===== src/logic/dpr_pkg.sv =====
// Package: offsets, masks, reset values and carriers of the register window
`default_nettype none
package dpr_pkg;
  // Window placement on the ISA I/O space
  localparam logic [9:0] BASE_FIRST       = 10'h200;
  localparam logic [9:0] BASE_STEP        = 10'h040;
  localparam logic [2:0] BASE_SEL_DEFAULT = 3'h2;   // 0x280
  localparam int         OFS_BITS         = 4;      // 16-byte window

  // Register offsets
  localparam logic [3:0] OFS_COMMAND   = 4'h0;
  localparam logic [3:0] OFS_BANK      = 4'h1;
  localparam logic [3:0] OFS_RANGE     = 4'h2;
  localparam logic [3:0] OFS_GAIN_SCAN = 4'h3;
  localparam logic [3:0] OFS_IRQ_CTR   = 4'h4;
  localparam logic [3:0] OFS_THRESH    = 4'h5;
  localparam logic [3:0] OFS_DAC_LOW   = 4'h6;
  localparam logic [3:0] OFS_DAC_HIGH  = 4'h7;
  localparam logic [3:0] OFS_PORT_A    = 4'h8;
  localparam logic [3:0] OFS_PORT_B    = 4'h9;
  localparam logic [3:0] OFS_PORT_C    = 4'hA;
  localparam logic [3:0] OFS_DIO_DAC   = 4'hB;
  localparam logic [3:0] OFS_PAGED0    = 4'hC;
  localparam logic [3:0] OFS_PAGED1    = 4'hD;
  localparam logic [3:0] OFS_PAGED2    = 4'hE;
  localparam logic [3:0] OFS_PAGED3    = 4'hF;

  // Banks behind offsets 12 to 15
  localparam logic [1:0] PAGE_COUNTER = 2'h0;
  localparam logic [1:0] PAGE_CALIB   = 2'h1;
  localparam logic [1:0] PAGE_CONFIG  = 2'h2;

  // Writable bit masks; all other positions are reserved
  localparam logic [7:0] MASK_IRQ_CTR  = 8'hF7;
  localparam logic [7:0] MASK_DIO_DAC  = 8'hFB;
  localparam logic [7:0] MASK_CAL_CTRL = 8'hF8;
  localparam logic [7:0] MASK_ADC_MODE = 8'h0A;
  localparam logic [7:0] MASK_DAC_MODE = 8'hBB;
  localparam logic [7:0] REG_RESET     = 8'h00;

  // Commands launched by writing ones at offset 0
  typedef struct packed {
    logic convert_trigger;
    logic whole_board_reset;
    logic dac_reset_cmd;
    logic fifo_clear;
    logic timer_irq_clear;
    logic dio_irq_clear;
    logic analog_irq_clear;
  } dpr_cmd_s;

  // One-cycle strobes toward the acquisition logic
  typedef struct packed {
    dpr_cmd_s   cmd;
    logic       counter_ctl_wr;
    logic       cal_key_wr;
    logic       dac_upper_wr;
    logic       dac_sim_update;
    logic [7:0] wr_data;
  } dpr_strobe_s;

  // State shown by the acquisition logic
  typedef struct packed {
    logic [15:0] adc_data;
    logic        adc_busy;
    logic        se_diff;
    logic        adc_wait;
    logic        dac_busy;
    logic [11:0] fifo_depth;
    logic        fifo_over;
    logic        fifo_full;
    logic        fifo_half;
    logic        fifo_empty;
    logic        timer_irq;
    logic        dio_irq;
    logic        analog_irq;
    logic [3:0]  adc_chan;
    logic [7:0]  port_a_in;
    logic [7:0]  port_b_in;
    logic [7:0]  port_c_in;
    logic [23:0] counter_rd;
    logic [7:0]  revision;
    logic        cal_td_busy;
    logic        cal_ee_busy;
    logic        dac_size;
  } dpr_status_s;

  // Configuration held by the window
  typedef struct packed {
    logic [1:0]  bank_sel;
    logic [7:0]  chan_range;
    logic        scan_enable;
    logic [1:0]  adc_gain;
    logic [7:0]  irq_ctrl;
    logic [10:0] fifo_thresh;
    logic [15:0] dac_data;
    logic [1:0]  dac_channel;
    logic [7:0]  port_a_out;
    logic [7:0]  port_b_out;
    logic [7:0]  port_c_out;
    logic [7:0]  dio_dac_ctrl;
    logic [23:0] counter_byte;
    logic [7:0]  cal_data;
    logic [7:0]  cal_addr;
    logic [7:0]  cal_ctrl;
    logic        expanded_fifo_mode;
    logic [7:0]  adc_mode;
    logic [7:0]  dac_mode;
  } dpr_cfg_s;
endpackage : dpr_pkg
`default_nettype wire


===== src/logic/dpr_decoder.sv =====
// Paged register window of the acquisition controller on ISA I/O cycles
`default_nettype none
module dpr_decoder
  import dpr_pkg::*;
(
  input  wire logic        i_ref_clk,
  input  wire logic        i_reset,
  input  wire logic        i_window_en,
  input  wire logic [2:0]  i_base_sel,
  input  wire logic [9:0]  i_sa,
  input  wire logic        i_aen,
  input  wire logic        i_ior_n,
  input  wire logic        i_iow_n,
  input  wire logic [7:0]  i_sd,
  output logic      [7:0]  o_sd,
  output logic             o_sd_oe,
  output logic             o_claim,
  input  wire dpr_status_s i_status,
  output dpr_cfg_s         o_cfg,
  output dpr_strobe_s      o_strobe
);

  // Base address for a selection index
  function automatic logic [9:0] base_of(input logic [2:0] sel);
    base_of = BASE_FIRST + (10'(sel) * BASE_STEP);
  endfunction : base_of

  // Keep writable positions, clear reserved ones
  function automatic logic [7:0] keep(input logic [7:0] d,
                                      input logic [7:0] m);
    keep = d & m;
  endfunction : keep

  logic [2:0]  base_reg;
  logic [9:0]  base_addr;
  logic        strap_done_reg;
  logic        ior_n_reg;
  logic        iow_n_reg;
  logic        hit;
  logic        wr_pulse;
  logic        rd_pulse;
  logic [3:0]  ofs;
  logic [7:0]  rd_next;
  dpr_cfg_s    cfg_reg;
  dpr_strobe_s strobe_reg;
  logic        soft_clear;

  // Strap caught after release; reset holds the default selection
  always_ff @(posedge i_ref_clk or posedge i_reset) begin
    if (i_reset) begin
      base_reg       <= BASE_SEL_DEFAULT;
      strap_done_reg <= 1'b0;
    end else if (!strap_done_reg) begin
      base_reg       <= i_base_sel;
      strap_done_reg <= 1'b1;
    end
  end

  // Strobe edge history for one action per bus cycle
  always_ff @(posedge i_ref_clk or posedge i_reset) begin
    if (i_reset) begin
      ior_n_reg <= 1'b1;
      iow_n_reg <= 1'b1;
    end else begin
      ior_n_reg <= i_ior_n;
      iow_n_reg <= i_iow_n;
    end
  end

  // Address decode; DMA cycles (AEN high) are never ours
  assign base_addr = base_of(base_reg);
  assign ofs = i_sa[OFS_BITS-1:0];
  assign hit = i_window_en && !i_aen &&
               (i_sa[9:OFS_BITS] == base_addr[9:OFS_BITS]);
  assign o_claim  = hit && (!i_ior_n || !i_iow_n);
  assign wr_pulse = hit && !i_iow_n && iow_n_reg;
  assign rd_pulse = hit && !i_ior_n && ior_n_reg;

  // Board reset command clears everything but the D/A settings
  assign soft_clear = strobe_reg.cmd.whole_board_reset;

  // Main registers, offsets 1 to 5 and 8 to 11
  always_ff @(posedge i_ref_clk or posedge i_reset) begin
    if (i_reset) begin
      cfg_reg.bank_sel     <= PAGE_COUNTER;
      cfg_reg.chan_range   <= REG_RESET;
      cfg_reg.scan_enable  <= 1'b0;
      cfg_reg.adc_gain     <= 2'h0;
      cfg_reg.irq_ctrl     <= REG_RESET;
      cfg_reg.fifo_thresh  <= 11'h000;
      cfg_reg.port_a_out   <= REG_RESET;
      cfg_reg.port_b_out   <= REG_RESET;
      cfg_reg.port_c_out   <= REG_RESET;
      cfg_reg.dio_dac_ctrl <= REG_RESET;
    end else if (soft_clear) begin
      cfg_reg.bank_sel     <= PAGE_COUNTER;
      cfg_reg.chan_range   <= REG_RESET;
      cfg_reg.scan_enable  <= 1'b0;
      cfg_reg.adc_gain     <= 2'h0;
      cfg_reg.irq_ctrl     <= REG_RESET;
      cfg_reg.fifo_thresh  <= 11'h000;
      cfg_reg.port_a_out   <= REG_RESET;
      cfg_reg.port_b_out   <= REG_RESET;
      cfg_reg.port_c_out   <= REG_RESET;
      cfg_reg.dio_dac_ctrl <= REG_RESET;
    end else if (wr_pulse) begin
      unique case (ofs)
        OFS_BANK:      cfg_reg.bank_sel <= i_sd[1:0];
        OFS_RANGE:     cfg_reg.chan_range <= i_sd;
        OFS_GAIN_SCAN: begin
          cfg_reg.scan_enable <= i_sd[2];
          cfg_reg.adc_gain    <= i_sd[1:0];
        end
        OFS_IRQ_CTR:   cfg_reg.irq_ctrl <= keep(i_sd, MASK_IRQ_CTR);
        OFS_THRESH: begin
          if (cfg_reg.expanded_fifo_mode) begin
            cfg_reg.fifo_thresh[10:3] <= i_sd;
          end else begin
            cfg_reg.fifo_thresh <= {5'h00, i_sd[5:0]};
          end
        end
        OFS_PORT_A:    cfg_reg.port_a_out <= i_sd;
        OFS_PORT_B:    cfg_reg.port_b_out <= i_sd;
        OFS_PORT_C:    cfg_reg.port_c_out <= i_sd;
        OFS_DIO_DAC:   cfg_reg.dio_dac_ctrl <= keep(i_sd, MASK_DIO_DAC);
        default: ;
      endcase
    end
  end

  // D/A data and channel survive the board reset command
  always_ff @(posedge i_ref_clk or posedge i_reset) begin
    if (i_reset) begin
      cfg_reg.dac_data    <= 16'h0000;
      cfg_reg.dac_channel <= 2'h0;
    end else if (wr_pulse) begin
      if (ofs == OFS_DAC_LOW) begin
        cfg_reg.dac_data[7:0] <= i_sd;
      end else if (ofs == OFS_DAC_HIGH) begin
        cfg_reg.dac_channel    <= i_sd[7:6];
        cfg_reg.dac_data[11:8] <= i_sd[3:0];
      end else if (ofs == OFS_PAGED3 &&
                   cfg_reg.bank_sel == PAGE_CONFIG) begin
        cfg_reg.dac_data[15:8] <= i_sd;
      end
    end
  end

  // Paged registers; the live page register picks the bank
  always_ff @(posedge i_ref_clk or posedge i_reset) begin
    if (i_reset) begin
      cfg_reg.counter_byte       <= 24'h000000;
      cfg_reg.cal_data           <= REG_RESET;
      cfg_reg.cal_addr           <= REG_RESET;
      cfg_reg.cal_ctrl           <= REG_RESET;
      cfg_reg.expanded_fifo_mode <= 1'b0;
      cfg_reg.adc_mode           <= REG_RESET;
      cfg_reg.dac_mode           <= REG_RESET;
    end else if (soft_clear) begin
      cfg_reg.counter_byte       <= 24'h000000;
      cfg_reg.cal_data           <= REG_RESET;
      cfg_reg.cal_addr           <= REG_RESET;
      cfg_reg.cal_ctrl           <= REG_RESET;
      cfg_reg.expanded_fifo_mode <= 1'b0;
      cfg_reg.adc_mode           <= REG_RESET;
    end else if (wr_pulse && ofs >= OFS_PAGED0) begin
      unique case (cfg_reg.bank_sel)
        PAGE_COUNTER: begin
          if (ofs == OFS_PAGED0) cfg_reg.counter_byte[7:0] <= i_sd;
          if (ofs == OFS_PAGED1) cfg_reg.counter_byte[15:8] <= i_sd;
          if (ofs == OFS_PAGED2) cfg_reg.counter_byte[23:16] <= i_sd;
        end
        PAGE_CALIB: begin
          if (ofs == OFS_PAGED0) cfg_reg.cal_data <= i_sd;
          if (ofs == OFS_PAGED1) cfg_reg.cal_addr <= i_sd;
          if (ofs == OFS_PAGED2) begin
            cfg_reg.cal_ctrl <= keep(i_sd, MASK_CAL_CTRL);
          end
        end
        PAGE_CONFIG: begin
          if (ofs == OFS_PAGED0) begin
            cfg_reg.expanded_fifo_mode <= i_sd[0];
          end
          if (ofs == OFS_PAGED1) begin
            cfg_reg.adc_mode <= keep(i_sd, MASK_ADC_MODE);
          end
          if (ofs == OFS_PAGED2) begin
            cfg_reg.dac_mode <= keep(i_sd, MASK_DAC_MODE);
          end
        end
        default: ;  // Page 3 is empty; writes vanish
      endcase
    end
  end

  // One-cycle strobes; each command bit fires only its own function
  always_ff @(posedge i_ref_clk or posedge i_reset) begin
    if (i_reset) begin
      strobe_reg <= '0;
    end else begin
      strobe_reg <= '0;
      if (wr_pulse) begin
        strobe_reg.wr_data <= i_sd;
        if (ofs == OFS_COMMAND) begin
          strobe_reg.cmd.convert_trigger   <= i_sd[7];
          strobe_reg.cmd.whole_board_reset <= i_sd[6];
          strobe_reg.cmd.dac_reset_cmd     <= i_sd[5];
          strobe_reg.cmd.fifo_clear        <= i_sd[4];
          strobe_reg.cmd.timer_irq_clear   <= i_sd[2];
          strobe_reg.cmd.dio_irq_clear     <= i_sd[1];
          strobe_reg.cmd.analog_irq_clear  <= i_sd[0];
        end
        if (ofs == OFS_PAGED3) begin
          strobe_reg.counter_ctl_wr <= cfg_reg.bank_sel == PAGE_COUNTER;
          strobe_reg.cal_key_wr     <= cfg_reg.bank_sel == PAGE_CALIB;
          strobe_reg.dac_upper_wr   <= cfg_reg.bank_sel == PAGE_CONFIG;
        end
      end
      // Reading page 2 offset 15 fires the simultaneous D/A update
      if (rd_pulse && ofs == OFS_PAGED3 &&
          cfg_reg.bank_sel == PAGE_CONFIG) begin
        strobe_reg.dac_sim_update <= 1'b1;
      end
    end
  end

  // Read multiplexer; every undefined position is a zero
  always_comb begin
    rd_next = 8'h00;
    unique case (ofs)
      OFS_COMMAND:   rd_next = i_status.adc_data[7:0];
      OFS_BANK:      rd_next = i_status.adc_data[15:8];
      OFS_RANGE:     rd_next = cfg_reg.chan_range;
      OFS_GAIN_SCAN: rd_next = {i_status.adc_busy, i_status.se_diff,
                                i_status.adc_wait, i_status.dac_busy,
                                i_status.fifo_over, cfg_reg.scan_enable,
                                cfg_reg.adc_gain};
      OFS_IRQ_CTR:   rd_next = cfg_reg.irq_ctrl;
      OFS_THRESH: begin
        if (cfg_reg.expanded_fifo_mode) begin
          rd_next = i_status.fifo_depth[7:0];
        end else begin
          rd_next = {2'h0, cfg_reg.fifo_thresh[5:0]};
        end
      end
      OFS_DAC_LOW: begin
        if (cfg_reg.expanded_fifo_mode) begin
          rd_next = {i_status.fifo_depth[11:8], i_status.fifo_over,
                     i_status.fifo_full, i_status.fifo_half,
                     i_status.fifo_empty};
        end else begin
          rd_next = {2'h0, i_status.fifo_depth[5:0]};
        end
      end
      OFS_DAC_HIGH:  rd_next = {1'b0, i_status.timer_irq, i_status.dio_irq,
                                i_status.analog_irq,
                                i_status.adc_chan};
      OFS_PORT_A:    rd_next = i_status.port_a_in;
      OFS_PORT_B:    rd_next = i_status.port_b_in;
      OFS_PORT_C:    rd_next = i_status.port_c_in;
      OFS_DIO_DAC:   rd_next = cfg_reg.dio_dac_ctrl;
      default: begin
        unique case (cfg_reg.bank_sel)
          PAGE_COUNTER: begin
            if (ofs == OFS_PAGED0) rd_next = i_status.counter_rd[7:0];
            if (ofs == OFS_PAGED1) rd_next = i_status.counter_rd[15:8];
            if (ofs == OFS_PAGED2) rd_next = i_status.counter_rd[23:16];
            if (ofs == OFS_PAGED3) rd_next = i_status.revision;
          end
          PAGE_CALIB: begin
            if (ofs == OFS_PAGED0) rd_next = cfg_reg.cal_data;
            if (ofs == OFS_PAGED1) rd_next = cfg_reg.cal_addr;
            if (ofs == OFS_PAGED2) begin
              rd_next = {1'b0, i_status.cal_td_busy, i_status.cal_ee_busy,
                         cfg_reg.cal_ctrl[4], 4'h0};
            end
          end
          PAGE_CONFIG: begin
            if (ofs == OFS_PAGED0) begin
              rd_next = {7'h00, cfg_reg.expanded_fifo_mode};
            end
            if (ofs == OFS_PAGED1) begin
              rd_next = {cfg_reg.dac_mode[7], cfg_reg.dac_mode[5:4], 1'b0,
                         cfg_reg.adc_mode[3], 1'b0, cfg_reg.adc_mode[1],
                         1'b0};
            end
            if (ofs == OFS_PAGED2) begin
              rd_next = {3'h0, i_status.dac_size, cfg_reg.dac_mode[3], 1'b0,
                         cfg_reg.dac_mode[1:0]};
            end
          end
          default: rd_next = 8'h00;
        endcase
      end
    endcase
  end

  // Read data and drive enable from flops, one cycle behind the strobe
  always_ff @(posedge i_ref_clk or posedge i_reset) begin
    if (i_reset) begin
      o_sd    <= 8'h00;
      o_sd_oe <= 1'b0;
    end else begin
      o_sd_oe <= hit && !i_ior_n;
      o_sd    <= (hit && !i_ior_n) ? rd_next : 8'h00;
    end
  end

  assign o_cfg    = cfg_reg;
  assign o_strobe = strobe_reg;

endmodule : dpr_decoder
`default_nettype wire


===== config.mk =====
export PLATFORM = sky130hd
export DESIGN_NAME = dpr_decoder
export DESIGN_NICKNAME = d
export VERILOG_FILES = /design/src/logic/dpr_pkg.sv /design/src/logic/dpr_decoder.sv
export SDC_FILE = /design/constraint.sdc
export NUM_CORES = 1
export LEC_CHECK = 0
export ABC_CLOCK_PERIOD_IN_PS = 5500
export BUFFER_PORTS_ARGS = -buffer_cell sky130_fd_sc_hd__buf_2
export CAP_MARGIN = 40
export CORE_ASPECT_RATIO = 0.5
export CORE_UTILIZATION = 47
export CTS_BUF_LIST = sky130_fd_sc_hd__clkbuf_4
export CTS_CLUSTER_DIAMETER = 150
export DETAILED_ROUTE_END_ITERATION = 16
export PLACE_DENSITY = 0.82
export SETUP_SLACK_MARGIN = 0.2
export SLEW_MARGIN = 10
export SYNTH_ARGS = -nofsm -noshare
export SYNTH_HDL_FRONTEND = slang
export SYNTH_SLANG_ARGS = --single-unit

===== constraint.sdc =====
create_clock -name i_ref_clk -period 5.5 [get_ports i_ref_clk]
set_clock_uncertainty 0.1 [all_clocks]
set_input_delay 0.825 -clock i_ref_clk [delete_from_list [all_inputs] [get_ports i_ref_clk]]
set_output_delay 0.825 -clock i_ref_clk [all_outputs]
set_load 0.05 [all_outputs]

==> summary.md, run 1 <==
| Metric | Value |
|---|---|
| Minimum clock period | between 3 and 4 ns |
| Core outline area | approximately 18,000 um^2 |
| Most frequent cells in the layout | buf_2, dfrtp_1, nor2_1 |
| Proportion of synthesized chip area in sequential cells | 0.495 |
| Share of layout cells above drive strength 1 | 0.373 |
| WP buf/inv | 1 |
| Critical Path Stages | 5 |
| First-pass GRT wire length | 44,200 um |
| Max reg flops | between 100 and 150 |
| Clk Latency, worst-skew pair | approximately 0.60 ns |
| Max Freq | about 0.29 GHz |
| Crit-path max FO | 17 |
| WL per Instance | between 20 and 25 um |
| Main synth FF type | dfrtp_1 |
| Initial Utilization | 0.485 |
| Reg2Reg Launch Point | base_reg[1] |
| Die Wd | around 190 um |
| Nets | 1,177 |
| RePlAce Congestion | ~1 |
| Clock Tree Root | clkbuf_4 |
| FF-to-FF End | o_cfg[54] |
| Share of flip-flops with an asynchronous set or reset | 1.00 |
| Status | finished clean |
| CTS resizes | 0 |
| Residual DRC count | 0 |
| Slowest stage delay, CP | around 0.69 ns |
| Design area | around 10,000 um^2 |
| Count of different cell masters after synthesis | 63 |
| R2r setup slk | around 2.6 ns |
| Req. time, crit path | 4.58 ns |
| Via total after detailed routing | slightly below 8,000 |
| Number of global-route vias before repair | 7,555 |
| Total Routed Length | between 20,000 and 30,000 um |
| Setup crit start kind | register |
| DR iter-0 viols | 740 |
| Final WS setup | 2.03 ns |
| CTS tree | built |
| Num rows | 34 |
| Critical path capture point type | primary output |
| Final Setup Violations | 0 |
| Die area | 18,600 um^2 |
| Critical Path AT | roughly 2.6 ns |
| Inserted Clock Buffers | 17 |
| Ys Warns | 0 |
| Final hold violations | 0 |
| Final hold slack | ~0.096 ns |
| DIE HEIGHT | approximately 97 um |
| CTS Sinks | roughly 170 |
| Cts hold-fix bufs | 0 |
| Mapped Area | between 8000 and 9000 um^2 |
| Max VDD drop | between 150 and 200 uV |
| CTS clk-pin slew, worst paths | about 0.15 ns |
| Number of flops mapped to enable cells by yosys | 0 |
| Setup CP Type | reg -> out |
| End of the critical path | o_claim |
| Synth Area per Inst | 10.6 um^2 |
| Via-to-Cell Ratio | 5.93 |
| Setup TNS | 0 ns |
| Period Utilization, post-route | 0.632 |
| TritonRoute pass-1 iters | 6 |
| Slew HR | 0.385 |
| Critical-path cell list | xnor2_1 -> and3_1 -> nand2_1 -> a21oi_1 -> buf_2 |
| Power Density | around 210 nW/um^2 |
| Grt total ovfl | 0 |
| CTS H-tree depth | 4 |
| Worst path slowest cell | and3_1 |
| Dpl cell area | 10,000 um^2 |
| Cell family with most CP delay | simple AND/OR/NAND/NOR gates |
| Initial antenna violation count | 2 |
| Most common cell after layout, fill and taps aside | buf_2 |
| Largest net degree at the start of global routing | between 100 and 150 |
| Max Slew Vio Count | 0 |
| DP Wirelength | between 20,000 and 25,000 um |
| Seq cells post-synth | 168 |
| Final core occ | 0.587 |
| RSZ-0062 raised after global routing | no |
| CP startpoint | base_reg[1] |
| Slew @ Worst Pin | 0.916 ns |
| IO Pins | about 310 |
| Hold crit path type | in -> async |
| Clock tree buffer depth | 2 |
| IO Port Bufs | slightly below 300 |
| Gr usage total | 0.318 |
| Post-placement setup slack | around 1.8 ns |
| Final antenna-violating net count | 0 |
| Leak pwr | 5.89 nW |
| Post-Syn Instances | around 800 |
| Max Cap Viol | 0 |
| Post-CTS setup buffers | 0 |
| Synth-to-layout area growth | 21.1% |
| Register-to-Register Path Depth | 5 |
## how the worst min path moves through the flow
stage,to,start
2_1_floorplan,o_strobe[8],ior_n_reg
3_3_place_gp,o_cfg[102],o_cfg[102]
3_5_place_dp,o_cfg[98],o_cfg[98]
4_1_cts,o_strobe[0],i_reset
5_1_grt,o_strobe[0],i_reset
6_report,o_strobe[0],i_reset
## logic make-up after synthesis
| kind of cell | count (synthesis) | synth area share |
|---|---|---|
| other | 2 | 0.000884 |
| AOI/OAI and AO/OA | 138 | 0.114 |
| xor gates and xnor gates | 3 | 0.00309 |
| DFF | 168 | 0.495 |
| muxes | 140 | 0.176 |
| and+or+nand+nor | 259 | 0.160 |
| buffers and inverters | 89 | 0.0498 |
## synthesized netlist by cell type (3+ instances only)
cell | number | area (um^2)
dfrtp_1 | 165 | 4130
nor2_1 | 103 | 387
mux2i_1 | 101 | 1010
clkbuf_1 | 41 | 154
a21oi_1 | 38 | 190
mux2_2 | 35 | 394
nand2_1 | 33 | 124
nand3_1 | 24 | 120
buf_2 | 23 | 115
a22o_1 | 20 | 175
nor3_1 | 19 | 95.1
o21ai_0 | 17 | 85.1
buf_4 | 16 | 120
and2_1 | 11 | 68.8
and3_1 | 11 | 68.8
a22oi_1 | 9 | 67.6
a221oi_1 | 8 | 70.1
nand2b_1 | 8 | 50.1
a211oi_1 | 7 | 52.6
nand4_1 | 7 | 43.8
o221ai_1 | 7 | 61.3
a31oi_1 | 6 | 37.5
a32oi_1 | 6 | 52.6
inv_1 | 6 | 22.5
nor2b_1 | 6 | 37.5
nor3b_1 | 5 | 37.5
mux4_2 | 4 | 90.1
nor4_1 | 4 | 25.0
a221o_1 | 3 | 30.0
buf_1 | 3 | 11.3
dfstp_2 | 3 | 78.8
nand3b_1 | 3 | 22.5
nand4_2 | 3 | 37.5
nor4_4 | 3 | 63.8
or2_2 | 3 | 18.8
xnor2_1 | 3 | 26.3
## area by class of cell
| class | instances | area, um^2 |
|---|---|---|
| Clock inverter | 15 | 125 |
| Clock buffer | 17 | 128 |
| Inverter | 6 | 26.3 |
| Fill cell | 1560 | 7240 |
| Tap cell | 234 | 293 |
| Sequential cell | 168 | 4210 |
| Multi-Input combinational cell | 554 | 3910 |
| Antenna cell | 3 | 7.51 |
| Timing Repair Buffer | 301 | 1590 |
## layer usage
| metal | wire length (um) | vias to the layer above | global-route usage |
|---|---|---|---|
| met4 | 1080 | 0 | 0.125 |
| li1 | - | 3355 | - |
| met2 | 13700 | 408 | 0.498 |
| met1 | 11900 | 3837 | 0.433 |
| met5 | 0 | - | 0 |
| met3 | 2440 | 92 | 0.0675 |
## power by group
part | switching, mW | internal, mW
registers | 0.00410 | 1.24
clock network | 0.474 | 0.187
logic | 0.183 | 0.0832
## through the flow
| step | cells | total power, mW |
|---|---|---|
| global placement | 1259 | 1.52 |
| CTS | 1295 | 2.18 |
| detailed placement | 1263 | 1.53 |
| global route | 1297 | 2.25 |
| floorplan | 811 | 1.43 |
| finish | 1298 | 2.17 |
## worst reg2reg max path, delay by kind of cell (launching register included)
kind,cells,cell delay [ns]
xor gates and xnor gates,1,0.14
DFF,1,0.56
muxes,1,0.38
and+or+nand+nor,3,1.57
Note: power is estimated with default switching activity, not from simulation.
==> run 2, diff against run 1 <==
--- a/config.mk
+++ b/config.mk
@@ -5,15 +5,16 @@
 export SDC_FILE = /design/constraint.sdc
 export NUM_CORES = 1
 export LEC_CHECK = 0
-export ABC_CLOCK_PERIOD_IN_PS = 5500
+export ABC_AREA = 1
+export ABC_CLOCK_PERIOD_IN_PS = 3600
 export BUFFER_PORTS_ARGS = -buffer_cell sky130_fd_sc_hd__buf_2
 export CAP_MARGIN = 40
 export CORE_ASPECT_RATIO = 0.5
-export CORE_UTILIZATION = 47
+export CORE_UTILIZATION = 51
 export CTS_BUF_LIST = sky130_fd_sc_hd__clkbuf_4
 export CTS_CLUSTER_DIAMETER = 150
 export DETAILED_ROUTE_END_ITERATION = 16
-export PLACE_DENSITY = 0.82
+export PLACE_DENSITY = 0.85
 export SETUP_SLACK_MARGIN = 0.2
 export SLEW_MARGIN = 10
 export SYNTH_ARGS = -nofsm -noshare
==> constraint.sdc (replaced) <==
create_clock -name i_ref_clk -period 3.6 [get_ports i_ref_clk]
set_clock_uncertainty 0.1 [all_clocks]
set_input_delay 0.54 -clock i_ref_clk [delete_from_list [all_inputs] [get_ports i_ref_clk]]
set_output_delay 0.54 -clock i_ref_clk [all_outputs]
set_load 0.05 [all_outputs]
==> summary.md, run 2 <==
| Metric | Value |
|---|---|
| Via-to-Cell Ratio | approximately 5.5 |
| Inserted Clock Buffers | 17 |
| XOR/XNOR Fraction of Synth Area | 0 |
| Initial antenna violation count | 0 |
| Nets | around 1,500 |
| Max Slew Vio Count | 0 |
| Most numerous cell in the Yosys netlist | nand2_1 |
| Seq cells post-synth | 168 |
| Initial Utilization | 0.529 |
| Core outline area | ~16,000 um^2 |
| Synth Area in Adders | 0 |
| Final WS setup | 0.817 ns |
| Max Cap Viol | 0 |
| Mapped Area | just over 8000 um^2 |
| Crit-path max FO | 4 |
| Final-layout fill cell count | between 1,000 and 1,500 |
| Post-Syn Instances | between 1,000 and 1,500 |
| Largest family of logic cells by synthesized area | simple AND/OR/NAND/NOR gates |
| DIE HEIGHT | around 92 um |
| Total Routed Length | about 27,000 um |
| Slew HR | 0.367 |
| Design area | between 10,000 and 15,000 um^2 |
| Req. time, crit path | 2.96 ns |
| First-pass GRT wire length | about 43,000 um |
| Largest net degree at the start of global routing | between 150 and 200 |
| Share of layout cells above drive strength 1 | 0.266 |
| Post-CTS setup buffers | 0 |
| Grt total ovfl | 0 |
| Most frequent cells in the layout | nand2_1, buf_2, dfrtp_1 |
| Ranking of synthesized cells by area | dfrtp_1, nand2_1, nand3_1, nor2_1, o21ai_0 |
| IO Port Bufs | a little under 300 |
| Clock tree buffer depth | 2 |
| Power Density | 336 nW/um^2 |
| Gr usage total | 0.334 |
| RSZ-0062 raised after global routing | no |
| Die Wd | about 180 um |
| Leak pwr | 5.97 nW |
| Count of different cell masters after synthesis | 34 |
| Critical path capture point type | primary output |
| Final Setup Violations | 0 |
| Share of flip-flops with an asynchronous set or reset | 1.00 |
| Number of global-route vias before repair | between 8,000 and 9,000 |
| Slew @ Worst Pin | 0.950 ns |
| Num rows | 32 |
| Setup crit start kind | register |
| Via total after detailed routing | 8,799 |
| Status | finished clean |
| Period Utilization, post-route | 0.773 |
| Hold crit path type | in -> async |
| # diodes | 0 |
| Dpl cell area | 9850 um^2 |
| Compound-Gate Fraction of Synth Area | 0.0741 |
| CTS Sinks | about 170 |
| RePlAce Congestion | around 0.96 |
| Max Freq | between 0.3 and 0.4 GHz |
| IO Pins | just over 300 |
| CTS clk-pin slew, worst paths | 0.15 ns |
| Number of flops mapped to enable cells by yosys | 0 |
| CTS H-tree depth | 4 |
| Tot Pwr | 3.41 mW |
| Most common cell after layout, fill and taps aside | nand2_1 |
| DR iter-0 viols | between 900 and 1,000 |
| CTS resizes | 0 |
| Clk Latency, worst-skew pair | 0.58 ns |
| CTS tree | built |
| Proportion of synthesized chip area in sequential cells | 0.511 |
| Final hold slack | approximately 0.026 ns |
| Simple logic cell fraction of the synthesized area | 0.350 |
| Synth top area share | 0.501 |
| Clock Tree Root | clkbuf_4 |
| Final hold violations | 0 |
| DP Wirelength | just over 20,000 um |
| Residual DRC count | 0 |
| Max VDD drop | about 200 uV |
| Cell taking the most area after synthesis | dfrtp_1 |
| Setup CP Type | reg -> out |
| TritonRoute pass-1 iters | 7 |
| WL per Instance | around 17 um |
| Top cells by instance count after synthesis | nand2_1, dfrtp_1, nand3_1 |
| Max reg flops | ~130 |
| Mux contribution to synthesized area | 0 |
| Post-placement setup slack | between 0.8 and 0.9 ns |
| Critical Path AT | 2.14 ns |
| Final antenna-violating net count | 0 |
| Synth Area per Inst | roughly 7.6 um^2 |
| Synth-to-layout area growth | 23.5% |
| Die area | 16,700 um^2 |
| Setup TNS | 0 ns |
| Ys Warns | 0 |
| Minimum clock period | between 2 and 3 ns |
| Main synth FF type | dfrtp_1 |
==> run 2: cell count changes after synthesis, moves of 15 or more <==
cell | previous run | this run
mux2i_1 | 101 | 0
clkbuf_1 | 41 | 9
inv_1 | 6 | 60
a22o_1 | 20 | 2
o21ai_0 | 17 | 56
a21oi_1 | 38 | 16
o21ai_1 | 0 | 21
mux2_2 | 35 | 0
nand4_1 | 7 | 22
nand2_1 | 33 | 403
nand3_1 | 24 | 137
==> run 2: metrics by stage <==
| stage | instances | utilization |
|---|---|---|
| floorplan | 1092 | - |
| global placement | 1554 | 0.632 |
| detailed placement | 1555 | 0.632 |
| CTS | 1587 | 0.652 |
| global route | 1588 | 0.653 |
| finish | 1588 | 0.653 |
==> run 2: cell type report <==
cell class / count / area, um^2 / area share
Clock buffer: 17 / 128 / 0.0125
Inverter: 67 / 255 / 0.0251
Multi-Input combinational cell: 810 / 3550 / 0.349
Sequential cell: 168 / 4210 / 0.414
Timing Repair Buffer: 308 / 1600 / 0.157
Tap cell: 204 / 255 / 0.0251
Clock inverter: 14 / 174 / 0.0171
==> run 2: logic make-up after synthesis <==
logic type / count (synthesis)
buffers and inverters: 114
DFF: 168
and+or+nand+nor: 685
other: 2
AOI/OAI and AO/OA: 111
==> run 2: path summary, 6_finish.rpt <==
check	startpoint	end	slack [ns]	cells past startpoint
worst max-delay path	base_reg[1]	o_claim	0.82	7
worst min-delay path	i_reset	o_cfg[102]	0.03	3
min in group i_ref_clk	i_sd[6]	o_cfg[124]	0.07	3
max in group asynchronous	i_reset	o_cfg[54]	2.60	3
worst min register to register	o_cfg[20]	o_cfg[20]	0.39	2
worst max register to register	base_reg[1]	o_cfg[93]	0.89	8
==> run 2: critical path: stages, from the launching register on <==
cell	delay, ns
dfstp_2	0.60
inv_2	0.05
nand2_2	0.07
nand2_1	0.06
nor2_1	0.12
nand3_2	0.20
a21oi_1	0.16
buf_2	0.30
==> run 2: routing by layer <==
metal | track usage | up-vias | wire length (um)
met3 | 0.0850 | 84 | 2760
met2 | 0.523 | 506 | 12400
met4 | 0.113 | 0 | 787
met1 | 0.455 | 4148 | 11500
li1 | - | 4061 | -
met5 | 0 | - | 0
==> run 2: what timing repair did <==
action | in CTS | in global routing
setup endpoints to repair | 0 | 0
hold endpoints to repair | 1 | 1
hold buffers | 1 | 1
==> run 2: power breakdown <==
| part | leakage, nW | internal [mW] | switching (mW) | total (mW) |
|---|---|---|---|---|
| clock network | 0.163 | 0.484 | 0.694 | 1.18 |
| logic | 3.50 | 0.0965 | 0.232 | 0.328 |
| registers | 2.30 | 1.90 | 0.00864 | 1.91 |
